==> config.mk <==
export PLATFORM = sky130hd
export DESIGN_NAME = bcs_top
export DESIGN_NICKNAME = d
export VERILOG_FILES = /design/src/bcs_top.v /design/src/bcs_sync.v
export VERILOG_INCLUDE_DIRS = /design/src /design/src/pkg
export SDC_FILE = /design/constraint.sdc
export NUM_CORES = 1
export LEC_CHECK = 0
export BUFFER_PORTS_ARGS = -buffer_cell sky130_fd_sc_hd__buf_2
export CORE_ASPECT_RATIO = 0.75
export CORE_UTILIZATION = 25
export CTS_CLUSTER_DIAMETER = 100
export DETAILED_ROUTE_END_ITERATION = 8
export PLACE_DENSITY = 0.47
export SLEW_MARGIN = 20
export SYNTH_ARGS = -nofsm -noshare
export SYNTH_HDL_FRONTEND = slang
export SYNTH_HIERARCHICAL = 1
export SYNTH_SLANG_ARGS = --single-unit
==> constraint.sdc <==
create_clock -name clock -period 2.2 [get_ports clock]
set_input_delay 0.22 -clock clock [delete_from_list [all_inputs] [get_ports clock]]
set_output_delay 0.22 -clock clock [all_outputs]
set_load 0.03 [all_outputs]
==> src/pkg/bcs_regs.vh <==
/*
  Board control/status register bank: offsets, bit positions, reset values
  and timing counts shared by the design files.
  Assumes it is included by bare name from files under src/.
*/
// Overview of operation
// - status one bit 7 shows live reference clock, serial oscillator divided by 64.
// - boot bank bit follows jumper; 0 bank 0 boots, 1 bank 1 boots.
// - safe start bit follows jumper; 1 asks firmware for safe default settings.
// - writing 0 to abort bit asserts abort interrupt; writing 1 clears it.
// - reading abort bit gives switch: 1 released, 0 pressed; resets to 1.
// - flash busy bit reads wired-OR of two flash bank 0 status pins.
// - fuse bit reads 1 when all fuses intact, 0 when any is open.
// - fail bit drives front-panel fail LED directly; set lights it; resets 1.
// - EEPROM write-protect bit protects EEPROMs while set; resets set.
// - flash write-protect bit protects both banks, set by reset; software clears.
// - thermostat mask clear passes thermostat to general-purpose input; set blocks.
// - bus A and bus C speed bits follow their 66 MHz pins; 0 is 33, 1 is 66.
// - speed bit for secondary bus, bit 2 of status two, always reads 0.
// - writing 1 to board reset bit forces hard reset; bit self-clears after.
// - abort mask set blocks abort interrupt; clear allows it; resets to 1.
// - three presence bits read 1 when module absent, 0 when fitted.
// - registers decode as byte offsets in 1MB window; offset 3 reserved.
`ifndef BCS_REGS_VH
`define BCS_REGS_VH

// ----------------------------------------------------------------------
// window and register offsets
// ----------------------------------------------------------------------
`define BCS_ADDR_W         20
`define BCS_OFF_STATUS_ONE 20'h00000
`define BCS_OFF_STATUS_TWO 20'h00001
`define BCS_OFF_RESET_CTRL 20'h00002
`define BCS_OFF_RESERVED3  20'h00003
`define BCS_OFF_PRESENCE   20'h00004

// ----------------------------------------------------------------------
// bit positions
// ----------------------------------------------------------------------
`define BCS_S1_REF_CLK     7
`define BCS_S1_BOOT_BANK   6
`define BCS_S1_SAFE_START  5
`define BCS_S1_ABORT       4
`define BCS_S1_FLASH_BUSY  3
`define BCS_S1_FUSE_OK     2
`define BCS_S2_FAIL_LED    7
`define BCS_S2_EEPROM_WP   6
`define BCS_S2_FLASH_WP    5
`define BCS_S2_TSTAT_BLOCK 4
`define BCS_S2_BUS_B_SPEED 2
`define BCS_S2_BUS_C_SPEED 1
`define BCS_S2_BUS_A_SPEED 0
`define BCS_S3_HARD_RESET  7
`define BCS_S3_ABORT_BLOCK 3

// ----------------------------------------------------------------------
// reset and fixed values
// ----------------------------------------------------------------------
`define BCS_RST_S2_CTRL    4'hf
`define BCS_RST_S3         8'h08
`define BCS_PRES_RSVD      5'h1f
`define BCS_READ_NONE      8'h00
`define BCS_SYNC_RESET     13'h1e00

// ----------------------------------------------------------------------
// timing counts
// ----------------------------------------------------------------------
`define BCS_REF_DIV        64
`define BCS_HARD_RST_CYC   16

`endif

==> src/bcs_top.v <==
/*
  Board control/status register bank on a byte-wide device-bus chip select.
  Holds status one, status two, reset control and module presence.
  Assumes the device bus gives a one-cycle strobe per access, synchronous to
  clock, and that all board pins are asynchronous levels.
*/
`timescale 1ns/1ps
`include "bcs_regs.vh"
module bcs_top #(
  parameter REF_DIV       = `BCS_REF_DIV,
  parameter HARD_RST_CYC  = `BCS_HARD_RST_CYC
) (
  clock,
  rst,
  devCs,
  devRd,
  devWr,
  devAddr,
  devWrData,
  devRdData,
  devAck,
  uartOsc,
  bootBankJumper,
  safeStartJumper,
  abortSwitchN,
  flashStatusA,
  flashStatusB,
  fuseOk,
  busASpeedStrap,
  busCSpeedStrap,
  thermostatLevel,
  expansionModuleAbsent,
  slotTwoAbsent,
  slotOneAbsent,
  failLedDrive,
  eepromWriteProtect,
  flashWriteProtect,
  generalPurposeInputThermo,
  abortIrq,
  boardHardResetRequest
);
  input  wire                   clock;
  input  wire                   rst;
  input  wire                   devCs;
  input  wire                   devRd;
  input  wire                   devWr;
  input  wire [`BCS_ADDR_W-1:0] devAddr;
  input  wire [7:0]             devWrData;
  output wire [7:0]             devRdData;
  output wire                   devAck;
  input  wire                   uartOsc;
  input  wire                   bootBankJumper;
  input  wire                   safeStartJumper;
  input  wire                   abortSwitchN;
  input  wire                   flashStatusA;
  input  wire                   flashStatusB;
  input  wire                   fuseOk;
  input  wire                   busASpeedStrap;
  input  wire                   busCSpeedStrap;
  input  wire                   thermostatLevel;
  input  wire                   expansionModuleAbsent;
  input  wire                   slotTwoAbsent;
  input  wire                   slotOneAbsent;
  output wire                   failLedDrive;
  output wire                   eepromWriteProtect;
  output wire                   flashWriteProtect;
  output wire                   generalPurposeInputThermo;
  output wire                   abortIrq;
  output wire                   boardHardResetRequest;

  // ----------------------------------------------------------------------
  // local sizes
  // ----------------------------------------------------------------------
  localparam REF_HALF     = REF_DIV / 2;
  localparam REF_CNT_W    = 6;
  localparam HRST_CNT_W   = 8;
  localparam integer          REF_LAST_I  = REF_HALF - 1;
  localparam integer          HRST_LAST_I = HARD_RST_CYC - 1;
  localparam [REF_CNT_W-1:0]  REF_LAST  = REF_LAST_I[REF_CNT_W-1:0];
  localparam [HRST_CNT_W-1:0] HRST_LAST = HRST_LAST_I[HRST_CNT_W-1:0];
  localparam [3:0]            RST_S2    = `BCS_RST_S2_CTRL; // status two bits 7:4
  localparam [7:0]            RST_S3    = `BCS_RST_S3;

  // ----------------------------------------------------------------------
  // synchronised board levels
  // ----------------------------------------------------------------------
  wire [12:0] pinsRaw;
  wire [12:0] pinsSync;

  wire oscSync;
  wire bootBankSync;
  wire safeStartSync;
  wire abortSwitchSync;
  wire flashBusySyncA;
  wire flashBusySyncB;
  wire fuseOkSync;
  wire busASpeedSync;
  wire busCSpeedSync;
  wire thermostatSync;
  wire [2:0] absentSync;

  // pin order matches the reset vector in the header; abort and absence
  // bits come up as 1 so nothing looks pressed or fitted before sampling
  assign pinsRaw = {expansionModuleAbsent, slotTwoAbsent, slotOneAbsent,
                    abortSwitchN, uartOsc, bootBankJumper, safeStartJumper,
                    flashStatusA, flashStatusB, fuseOk, busASpeedStrap,
                    busCSpeedStrap, thermostatLevel};

  // every pin passes two flops before any logic looks at it
  bcs_sync #(
    .WIDTH     (13),
    .RESET_VAL (`BCS_SYNC_RESET)
  ) pinSync (
    .clock      (clock),
    .rst        (rst),
    .rawBits    (pinsRaw),
    .stableBits (pinsSync)
  );

  assign absentSync      = pinsSync[12:10];
  assign abortSwitchSync = pinsSync[9];
  assign oscSync         = pinsSync[8];
  assign bootBankSync    = pinsSync[7];
  assign safeStartSync   = pinsSync[6];
  assign flashBusySyncA  = pinsSync[5];
  assign flashBusySyncB  = pinsSync[4];
  assign fuseOkSync      = pinsSync[3];
  assign busASpeedSync   = pinsSync[2];
  assign busCSpeedSync   = pinsSync[1];
  assign thermostatSync  = pinsSync[0];

  // ----------------------------------------------------------------------
  // reference clock divider
  // ----------------------------------------------------------------------
  reg                 oscPrev_q;
  reg [REF_CNT_W-1:0] refCnt_q;
  reg                 refClk_q;
  wire                oscRise;

  // the oscillator is far below clock, so a rising edge is seen cleanly
  // once per oscillator period after synchronising
  assign oscRise = oscSync & ~oscPrev_q;

  // toggle every half of the division ratio: a full period is REF_DIV edges
  always @(posedge clock)
  begin
    if (rst)
    begin
      oscPrev_q <= 1'b0;
      refCnt_q  <= {REF_CNT_W{1'b0}};
      refClk_q  <= 1'b0;
    end
    else
    begin
      oscPrev_q <= oscSync;
      if (oscRise)
      begin
        if (refCnt_q == REF_LAST)
        begin
          refCnt_q <= {REF_CNT_W{1'b0}};
          refClk_q <= ~refClk_q;
        end
        else
        begin
          refCnt_q <= refCnt_q + 6'h01;
        end
      end
    end
  end

  // ----------------------------------------------------------------------
  // address decode
  // ----------------------------------------------------------------------
  reg selS1;
  reg selS2;
  reg selS3;
  reg selPres;

  // only the mapped offsets of the window are selected; offset 3 and everything
  // above the presence register decode to nothing, though every access is acknowledged
  always @*
  begin
    selS1   = 1'b0;
    selS2   = 1'b0;
    selS3   = 1'b0;
    selPres = 1'b0;
    if (devAddr == `BCS_OFF_STATUS_ONE)
      selS1 = 1'b1;
    else if (devAddr == `BCS_OFF_STATUS_TWO)
      selS2 = 1'b1;
    else if (devAddr == `BCS_OFF_RESET_CTRL)
      selS3 = 1'b1;
    else if (devAddr == `BCS_OFF_PRESENCE)
      selPres = 1'b1;
  end

  wire wrStb;
  wire rdStb;

  assign wrStb = devCs & devWr;
  assign rdStb = devCs & devRd & ~devWr;

  // ----------------------------------------------------------------------
  // writable control state
  // ----------------------------------------------------------------------
  reg       swAbort_q;
  reg       failLed_q;
  reg       eepromWp_q;
  reg       flashWp_q;
  reg       tstatBlock_q;
  reg       abortBlock_q;
  reg       hardRst_q;
  reg [HRST_CNT_W-1:0] hardCnt_q;

  // only the documented writable bits are stored; all other bits of a
  // written byte are dropped
  always @(posedge clock)
  begin
    if (rst)
    begin
      swAbort_q    <= 1'b0;
      failLed_q    <= RST_S2[3];
      eepromWp_q   <= RST_S2[2];
      flashWp_q    <= RST_S2[1];
      tstatBlock_q <= RST_S2[0];
      abortBlock_q <= RST_S3[`BCS_S3_ABORT_BLOCK];
    end
    else if (wrStb)
    begin
      if (selS1)
        swAbort_q <= ~devWrData[`BCS_S1_ABORT];
      if (selS2)
      begin
        failLed_q    <= devWrData[`BCS_S2_FAIL_LED];
        eepromWp_q   <= devWrData[`BCS_S2_EEPROM_WP];
        flashWp_q    <= devWrData[`BCS_S2_FLASH_WP];
        tstatBlock_q <= devWrData[`BCS_S2_TSTAT_BLOCK];
      end
      if (selS3)
        abortBlock_q <= devWrData[`BCS_S3_ABORT_BLOCK];
    end
  end

  // ----------------------------------------------------------------------
  // self-clearing board hard reset
  // ----------------------------------------------------------------------
  // the request is held for a fixed number of cycles and then drops; a
  // second write while it runs does not extend it
  always @(posedge clock)
  begin
    if (rst)
    begin
      hardRst_q <= 1'b0;
      hardCnt_q <= {HRST_CNT_W{1'b0}};
    end
    else if (hardRst_q)
    begin
      if (hardCnt_q == HRST_LAST)
      begin
        hardRst_q <= 1'b0;
        hardCnt_q <= {HRST_CNT_W{1'b0}};
      end
      else
      begin
        hardCnt_q <= hardCnt_q + 8'h01;
      end
    end
    else if (wrStb & selS3 & devWrData[`BCS_S3_HARD_RESET])
    begin
      hardRst_q <= 1'b1;
    end
  end

  // ----------------------------------------------------------------------
  // interrupt and control outputs
  // ----------------------------------------------------------------------
  reg abortIrq_q;
  reg thermoIrq_q;

  // a pressed switch or a software request raises abort unless blocked
  always @(posedge clock)
  begin
    if (rst)
    begin
      abortIrq_q  <= 1'b0;
      thermoIrq_q <= 1'b0;
    end
    else
    begin
      abortIrq_q  <= (~abortSwitchSync | swAbort_q) & ~abortBlock_q;
      thermoIrq_q <= thermostatSync & ~tstatBlock_q;
    end
  end

  assign abortIrq                  = abortIrq_q;
  assign generalPurposeInputThermo = thermoIrq_q;
  assign failLedDrive              = failLed_q;
  assign eepromWriteProtect        = eepromWp_q;
  assign flashWriteProtect         = flashWp_q;
  assign boardHardResetRequest     = hardRst_q;

  // ----------------------------------------------------------------------
  // read data assembly
  // ----------------------------------------------------------------------
  reg [7:0] readMux;

  // reserved bits are constants here, so writes can never reach them
  always @*
  begin
    readMux = `BCS_READ_NONE;
    if (selS1)
    begin
      readMux[`BCS_S1_REF_CLK]    = refClk_q;
      readMux[`BCS_S1_BOOT_BANK]  = bootBankSync;
      readMux[`BCS_S1_SAFE_START] = safeStartSync;
      readMux[`BCS_S1_ABORT]      = abortSwitchSync;
      readMux[`BCS_S1_FLASH_BUSY] = flashBusySyncA | flashBusySyncB;
      readMux[`BCS_S1_FUSE_OK]    = fuseOkSync;
    end
    else if (selS2)
    begin
      readMux[`BCS_S2_FAIL_LED]    = failLed_q;
      readMux[`BCS_S2_EEPROM_WP]   = eepromWp_q;
      readMux[`BCS_S2_FLASH_WP]    = flashWp_q;
      readMux[`BCS_S2_TSTAT_BLOCK] = tstatBlock_q;
      readMux[`BCS_S2_BUS_B_SPEED] = 1'b0;
      readMux[`BCS_S2_BUS_C_SPEED] = busCSpeedSync;
      readMux[`BCS_S2_BUS_A_SPEED] = busASpeedSync;
    end
    else if (selS3)
    begin
      readMux[`BCS_S3_HARD_RESET]  = hardRst_q;
      readMux[`BCS_S3_ABORT_BLOCK] = abortBlock_q;
    end
    else if (selPres)
    begin
      readMux = {`BCS_PRES_RSVD, absentSync};
    end
  end

  // ----------------------------------------------------------------------
  // bus answer
  // ----------------------------------------------------------------------
  reg [7:0] rdData_q;
  reg       ack_q;

  // read data are captured at the strobe edge and held until the next
  // read, so the host may sample them late without glitches
  always @(posedge clock)
  begin
    if (rst)
    begin
      rdData_q <= `BCS_READ_NONE;
      ack_q    <= 1'b0;
    end
    else
    begin
      ack_q <= wrStb | rdStb;
      if (rdStb)
        rdData_q <= readMux;
    end
  end

  assign devRdData = rdData_q;
  assign devAck    = ack_q;
endmodule

==> src/bcs_sync.v <==
/*
  Two-flop synchroniser for a group of slow board levels.
  Assumes inputs are quasi-static pins; no bus coherence between bits.
*/
`timescale 1ns/1ps
module bcs_sync #(
  parameter WIDTH     = 13,
  parameter RESET_VAL = 13'h0000
) (
  clock,
  rst,
  rawBits,
  stableBits
);
  input  wire             clock;
  input  wire             rst;
  input  wire [WIDTH-1:0] rawBits;
  output wire [WIDTH-1:0] stableBits;

  reg [WIDTH-1:0] meta_q;
  reg [WIDTH-1:0] stable_q;

  // ----------------------------------------------------------------------
  // two stages; only the second stage is visible outside
  // ----------------------------------------------------------------------
  always @(posedge clock)
  begin
    if (rst)
    begin
      meta_q   <= RESET_VAL;
      stable_q <= RESET_VAL;
    end
    else
    begin
      meta_q   <= rawBits;
      stable_q <= meta_q;
    end
  end

  assign stableBits = stable_q;
endmodule

# Word-level counts from Yosys, hierarchy flattened
# Index checks and enable logic that the tools add are counted.
# totals
reg_bits	60
out_inout_bits	15
# op_classes
add_sub_neg	2
n_mux	25
n_bitwise	18
n_eq_ne	5
reduce_logical	5
# op_table
operator	n
== test 20 x 1 -> 1 bit, second input constant	1
== test 20 x 2 -> 1 bit, second input constant	1
== test 20 x 3 -> 1 bit, second input constant	1
zero test 20 bit	1
2-to-1 mux 1 bit	16
2-to-1 mux 8 bit	2
2-to-1 mux 6 bit	2
2-to-1 mux 3 bit	3
adder 8 x 1 -> 8 bit, second input constant	1
bitwise AND 1 bit	8
== test 8 x 4 -> 1 bit, second input constant	1
AND reduction 2 bit	4
NOT 1 bit	7
adder 6 x 1 -> 6 bit, second input constant	1
== test 6 x 5 -> 1 bit, second input constant	1
2-to-1 mux 4 bit	1
OR 1 bit	3
2-to-1 mux 2 bit	1

# Longest topological paths before layout
# depth
ltp_word	9
mapped_depth	5

# Hierarchy
# Netlist, hierarchy kept.
# modules_own_cells
module	area_per_inst_um2	instances	cells_each
bcs_top	1586.5	1	185
bcs_sync	706.9	1	54

# Least setup slack after synthesis
# OpenSTA, ideal clock, no wires.
# synth_timing
path_kind	reg2reg
start	register hardRst_q, in the netlist boardHardResetRequest
end	register hardCnt_q[5]
required_time_ps	2072
setup_time_ps	128
period_less_slack_ps	1546
setup_slack_ps	654
path_stages_with_launch	5
arrival_ps	1419
path_cell_list	dfxtp_1 inv_1 a2111oi_0 xnor2_1 nor2_1
# synth_rtl
element	line_no	rtl
start, declared	bcs_top.v:212	reg hardRst_q;
start signal, assigned	bcs_top.v:253	hardRst_q <= 1'b0;
start signal, assigned	bcs_top.v:260	hardRst_q <= 1'b0;
start signal, assigned	bcs_top.v:270	hardRst_q <= 1'b1;
end signal, assigned	bcs_top.v:254	hardCnt_q <= {HRST_CNT_W{1'b0}};
end signal, assigned	bcs_top.v:261	hardCnt_q <= {HRST_CNT_W{1'b0}};
end signal, assigned	bcs_top.v:265	hardCnt_q <= hardCnt_q + 8'h01;
end, declared	bcs_top.v:213	reg [HRST_CNT_W-1:0] hardCnt_q;

# Worst setup path after layout
# layout_timing
start	register hardCnt_q[0]
end	register hardCnt_q[5]
# layout_via
elab_chain_cells	2
word_cells_on_any_way	3
cone_classes	1 x add/sub; 1 x eq/ne; 1 x mux
# layout_lines
element	line_no	rtl
adder 8 x 1 -> 8 bit / == test 8 x 4 -> 1 bit (equally long branches)	bcs_top.v:265, bcs_top.v:258	
2-to-1 mux 8 bit (*)	bcs_top.v:258	if (hardCnt_q == HRST_LAST)
# Every way passes the cells marked *; elsewhere a longest branch is shown, timed or not.
# A chain may end at the register's enable or synchronous reset.

==> results by group <==
GRT
  • Initial antenna violation count: 0
  • Vias in the first global route: 1,586
  • GR Util All Layers: 0.108
  • Grt total ovfl: 0
  • Largest net degree at the start of global routing: 44
  • Global-route wire length before repair: 7780 um

Power
  • Clock power share: 0.539
  • Peak supply drop: 0.000305 V
  • Power Internal: 2.19 mW
  • Pwr dens: 902 nW/um^2
  • Total net switching power: 516 uW
  • Seq pwr share: 0.414
  • Switching Fraction: 0.190
  • Leakage: 1.22 nW
  • Comb power frac: 0.047

Synth
  • Predominant post-synthesis flop cell: dfxtp_1
  • Post-synthesis async set-or-reset flop share: 0
  • FF+latch count, synth: 60
  • Post-synth EDFFs: 0
  • Syn_area_per_cell: 9.60 um^2
  • Synth Warn #: 6
  • Sequential-to-total area share from yosys stat: 0.524
  • Synth cell types: 43
  • Post-Syn Instances: 239
  • Synthesized cell area: 2290 um^2
  • Syn nets: 287

Timing
  • Max Freq: 614 MHz
  • Fin Setup TNS: 0 ps
  • Endpoints failing setup: 0
  • Final hold slack: 78.1 ps
  • Worst slew pin tran: 566 ps
  • Clk_skew: 4.15 ps
  • Final Hold Viols: 0
  • Tcrit/Tclk final: 0.740
  • Unrepaired setup endpoints after global routing: no
  • Fin. max-slew vios: 0
  • Max_slew headroom: 0.620
  • Min Tclk post-route: 1630 ps

Min path
  • Hold_sp: slotOneAbsent
  • Worst hold path type: in2reg

Floorplanning
  • Die X: 113 um
  • Die H: 85.0 um
  • Ports: 61
  • # rows: 29
  • Die Area: 9560 um^2
  • Initial Utilization: 0.264
  • Core Area: 8670 um^2

Clock tree
  • Clock transition at path regs: 50 ps
  • Total CTS buffers: 9
  • Hold-fix buffers, CTS: 0
  • CTS resizes: 0
  • Root buf cell: clkbuf_16
  • Clock Latency Late Sink: 310 ps
  • Post-CTS Setup Bufs: 0
  • CTS tree: built
  • H-Tree Depth: 3
  • Clock Tree Buf Depth: 2
  • Clock sink count: 60

Place
  • RD Place Congestion: 0.703
  • PortBufs: 57
  • Final HPWL DP: 3570 um

Final layout
  • Layout Utilization: 0.346
  • Antenna Cells: 0
  • Multi-input logic area: 1020 um^2
  • NumNets Final: 348
  • Syn-to-layout area delta: 31.0%
  • Share of layout cells above drive strength 1: 0.259
  • Fillcell total: 902
  • Register area: 1200 um^2

Setup path
  • Arrival time worst endpoint: 1820 ps
  • Startpoint type of the worst setup path: register
  • Slowest-stage cell, CP: a2111oi_0
  • CP endpoint: hardCnt_q[5]
  • CP delay by family, top: compound AO/OA/AOI/OAI gates
  • Buf+Inv Stages, Crit Path: 0
  • Critical path class: reg2reg
  • Biggest cell delay along the critical path: 500 ps
  • Critical Path Stages: 5
  • Worst setup EP type: register
  • Worst endpoint required time: 2390 ps
  • R2R depth: 5
  • Reg-to-reg endpoint: hardCnt_q[5]
  • R2R Setup Slk: 570 ps
  • Crit path from: hardCnt_q[0]
  • Crit-path cells: ha_1 -> and3_1 -> a2111oi_0 -> xnor2_1 -> nor2_1
  • Max FO, Critical Path: 5
  • RR Startpoint: hardCnt_q[0]

Detailed routing
  • DRT antenna net count: 0
  • # DRC: 0
  • DR WL/cell: 11.9 um
  • Via count: 1,793
  • Final wirelength: 4910 um
  • Drt initial violations: 40
  • DRT Pass-1 Iters: 4
  • Vias per cell: 4.34

Flow run
  • Max-Cap Viols: 0

Status
  • Status: finished clean
-- Yosys cell counts (4+ instances only) --
master    instances  area share
nand4_1           5       0.014
xnor2_1           7       0.027
and2b_1           4       0.013
nor2b_1          18       0.049
a21oi_1           7       0.015
or2_1             9       0.025
nand2_1          15       0.025
clkbuf_1          5      0.0082
a22o_1            7       0.027
dfxtp_1          60        0.52
nand3_1           7       0.015
inv_1             6      0.0098
o21ai_0           5       0.011
nor2_1           31       0.051
mux2i_1           8       0.035
nor3_1            5       0.011
-- worst min-delay path by stage --
stage,endpoint,slack (ps),cells after the start
final,pinSync/meta_q[10],80,2
after global routing,pinSync/meta_q[10],70,2
after CTS,pinSync/meta_q[10],70,2
after detailed placement,pinSync/stableBits[9],390,1
after global placement,pinSync/stableBits[11],400,1
after floorplan,pinSync/stableBits[4],290,1
-- power by group through the flow --
stage | clock, mW | combinational [mW] | sequential [mW]
floorplan | 0 | 0.0692 | 1.14
global placement | 0 | 0.127 | 1.14
detailed placement | 0 | 0.129 | 1.14
CTS | 1.50 | 0.129 | 1.12
global route | 1.55 | 0.143 | 1.12
finish | 1.46 | 0.127 | 1.12
-- metal layers --
metal  global-route usage  up-vias  routed length, um
met5                    0        -                  0
met4               0.0473        0                 30
met3               0.0457        2                285
met2                0.141       50               1890
met1                0.151      798               2700
li1                     -      943                  -
-- flip-flops by register name, indices dropped and copies added, names as in the netlist, 6 cells and up --
register / flops
devRdData: 8
refCnt_q: 6
pinSync/meta_q: 13
hardCnt_q: 8
pinSync/stableBits: 13
-- cell type report --
cell class / count / share of cell area
sequential: 60 / 0.400
multi-input combinational: 163 / 0.339
timing repair buffer: 60 / 0.102
clock buffer: 12 / 0.0820
tap: 108 / 0.0450
clock inverter: 4 / 0.0242
inverter: 6 / 0.00750
-- cells in the final DEF (no fill, tap or decap), types with 2 or more instances in the layout --
cell type,netlist,routed
and2_1,2,2
nor2b_1,18,18
nor4_1,3,3
xor2_1,3,3
nand3_1,7,7
bufinv_16,0,2
a21oi_1,7,7
and3_1,2,2
nor3_1,5,5
xnor2_1,7,7
a22o_1,7,7
ha_1,2,2
inv_1,6,6
clkbuf_16,0,9
buf_4,1,3
clkbuf_1,5,2
nand2_1,15,15
mux2i_1,8,8
or2_1,9,9
nand3b_1,2,2
dfxtp_1,60,60
o21ai_0,5,5
nor4_2,3,3
and2b_1,4,4
o22ai_1,3,3
nor2_1,31,31
nand4_1,5,5
buf_2,2,57
-- per-stage QoR --
step	cells	cell area [um^2]	setup slack, ps	total power [mW]
2_1_floorplan	239	2290	654	1.21
3_3_place_gp	397	2690	461	1.27
3_5_place_dp	397	2690	423	1.27
4_1_cts	413	3000	549	2.75
5_1_grt	413	3000	278	2.82
6_report	413	3000	572	2.71
-- cell families (layout without fill, tap and decap cells) --
family / count (synthesis) / in the layout / synth area share
mux: 8 / 8 / 0.0349
fa+ha+maj: 2 / 2 / 0.0109
compound gates: 31 / 31 / 0.0949
xor+xnor: 10 / 10 / 0.0382
simple gates: 112 / 112 / 0.265
buf+inv: 16 / 82 / 0.0322
flops: 60 / 60 / 0.524
Power figures use the tool's default switching activity.
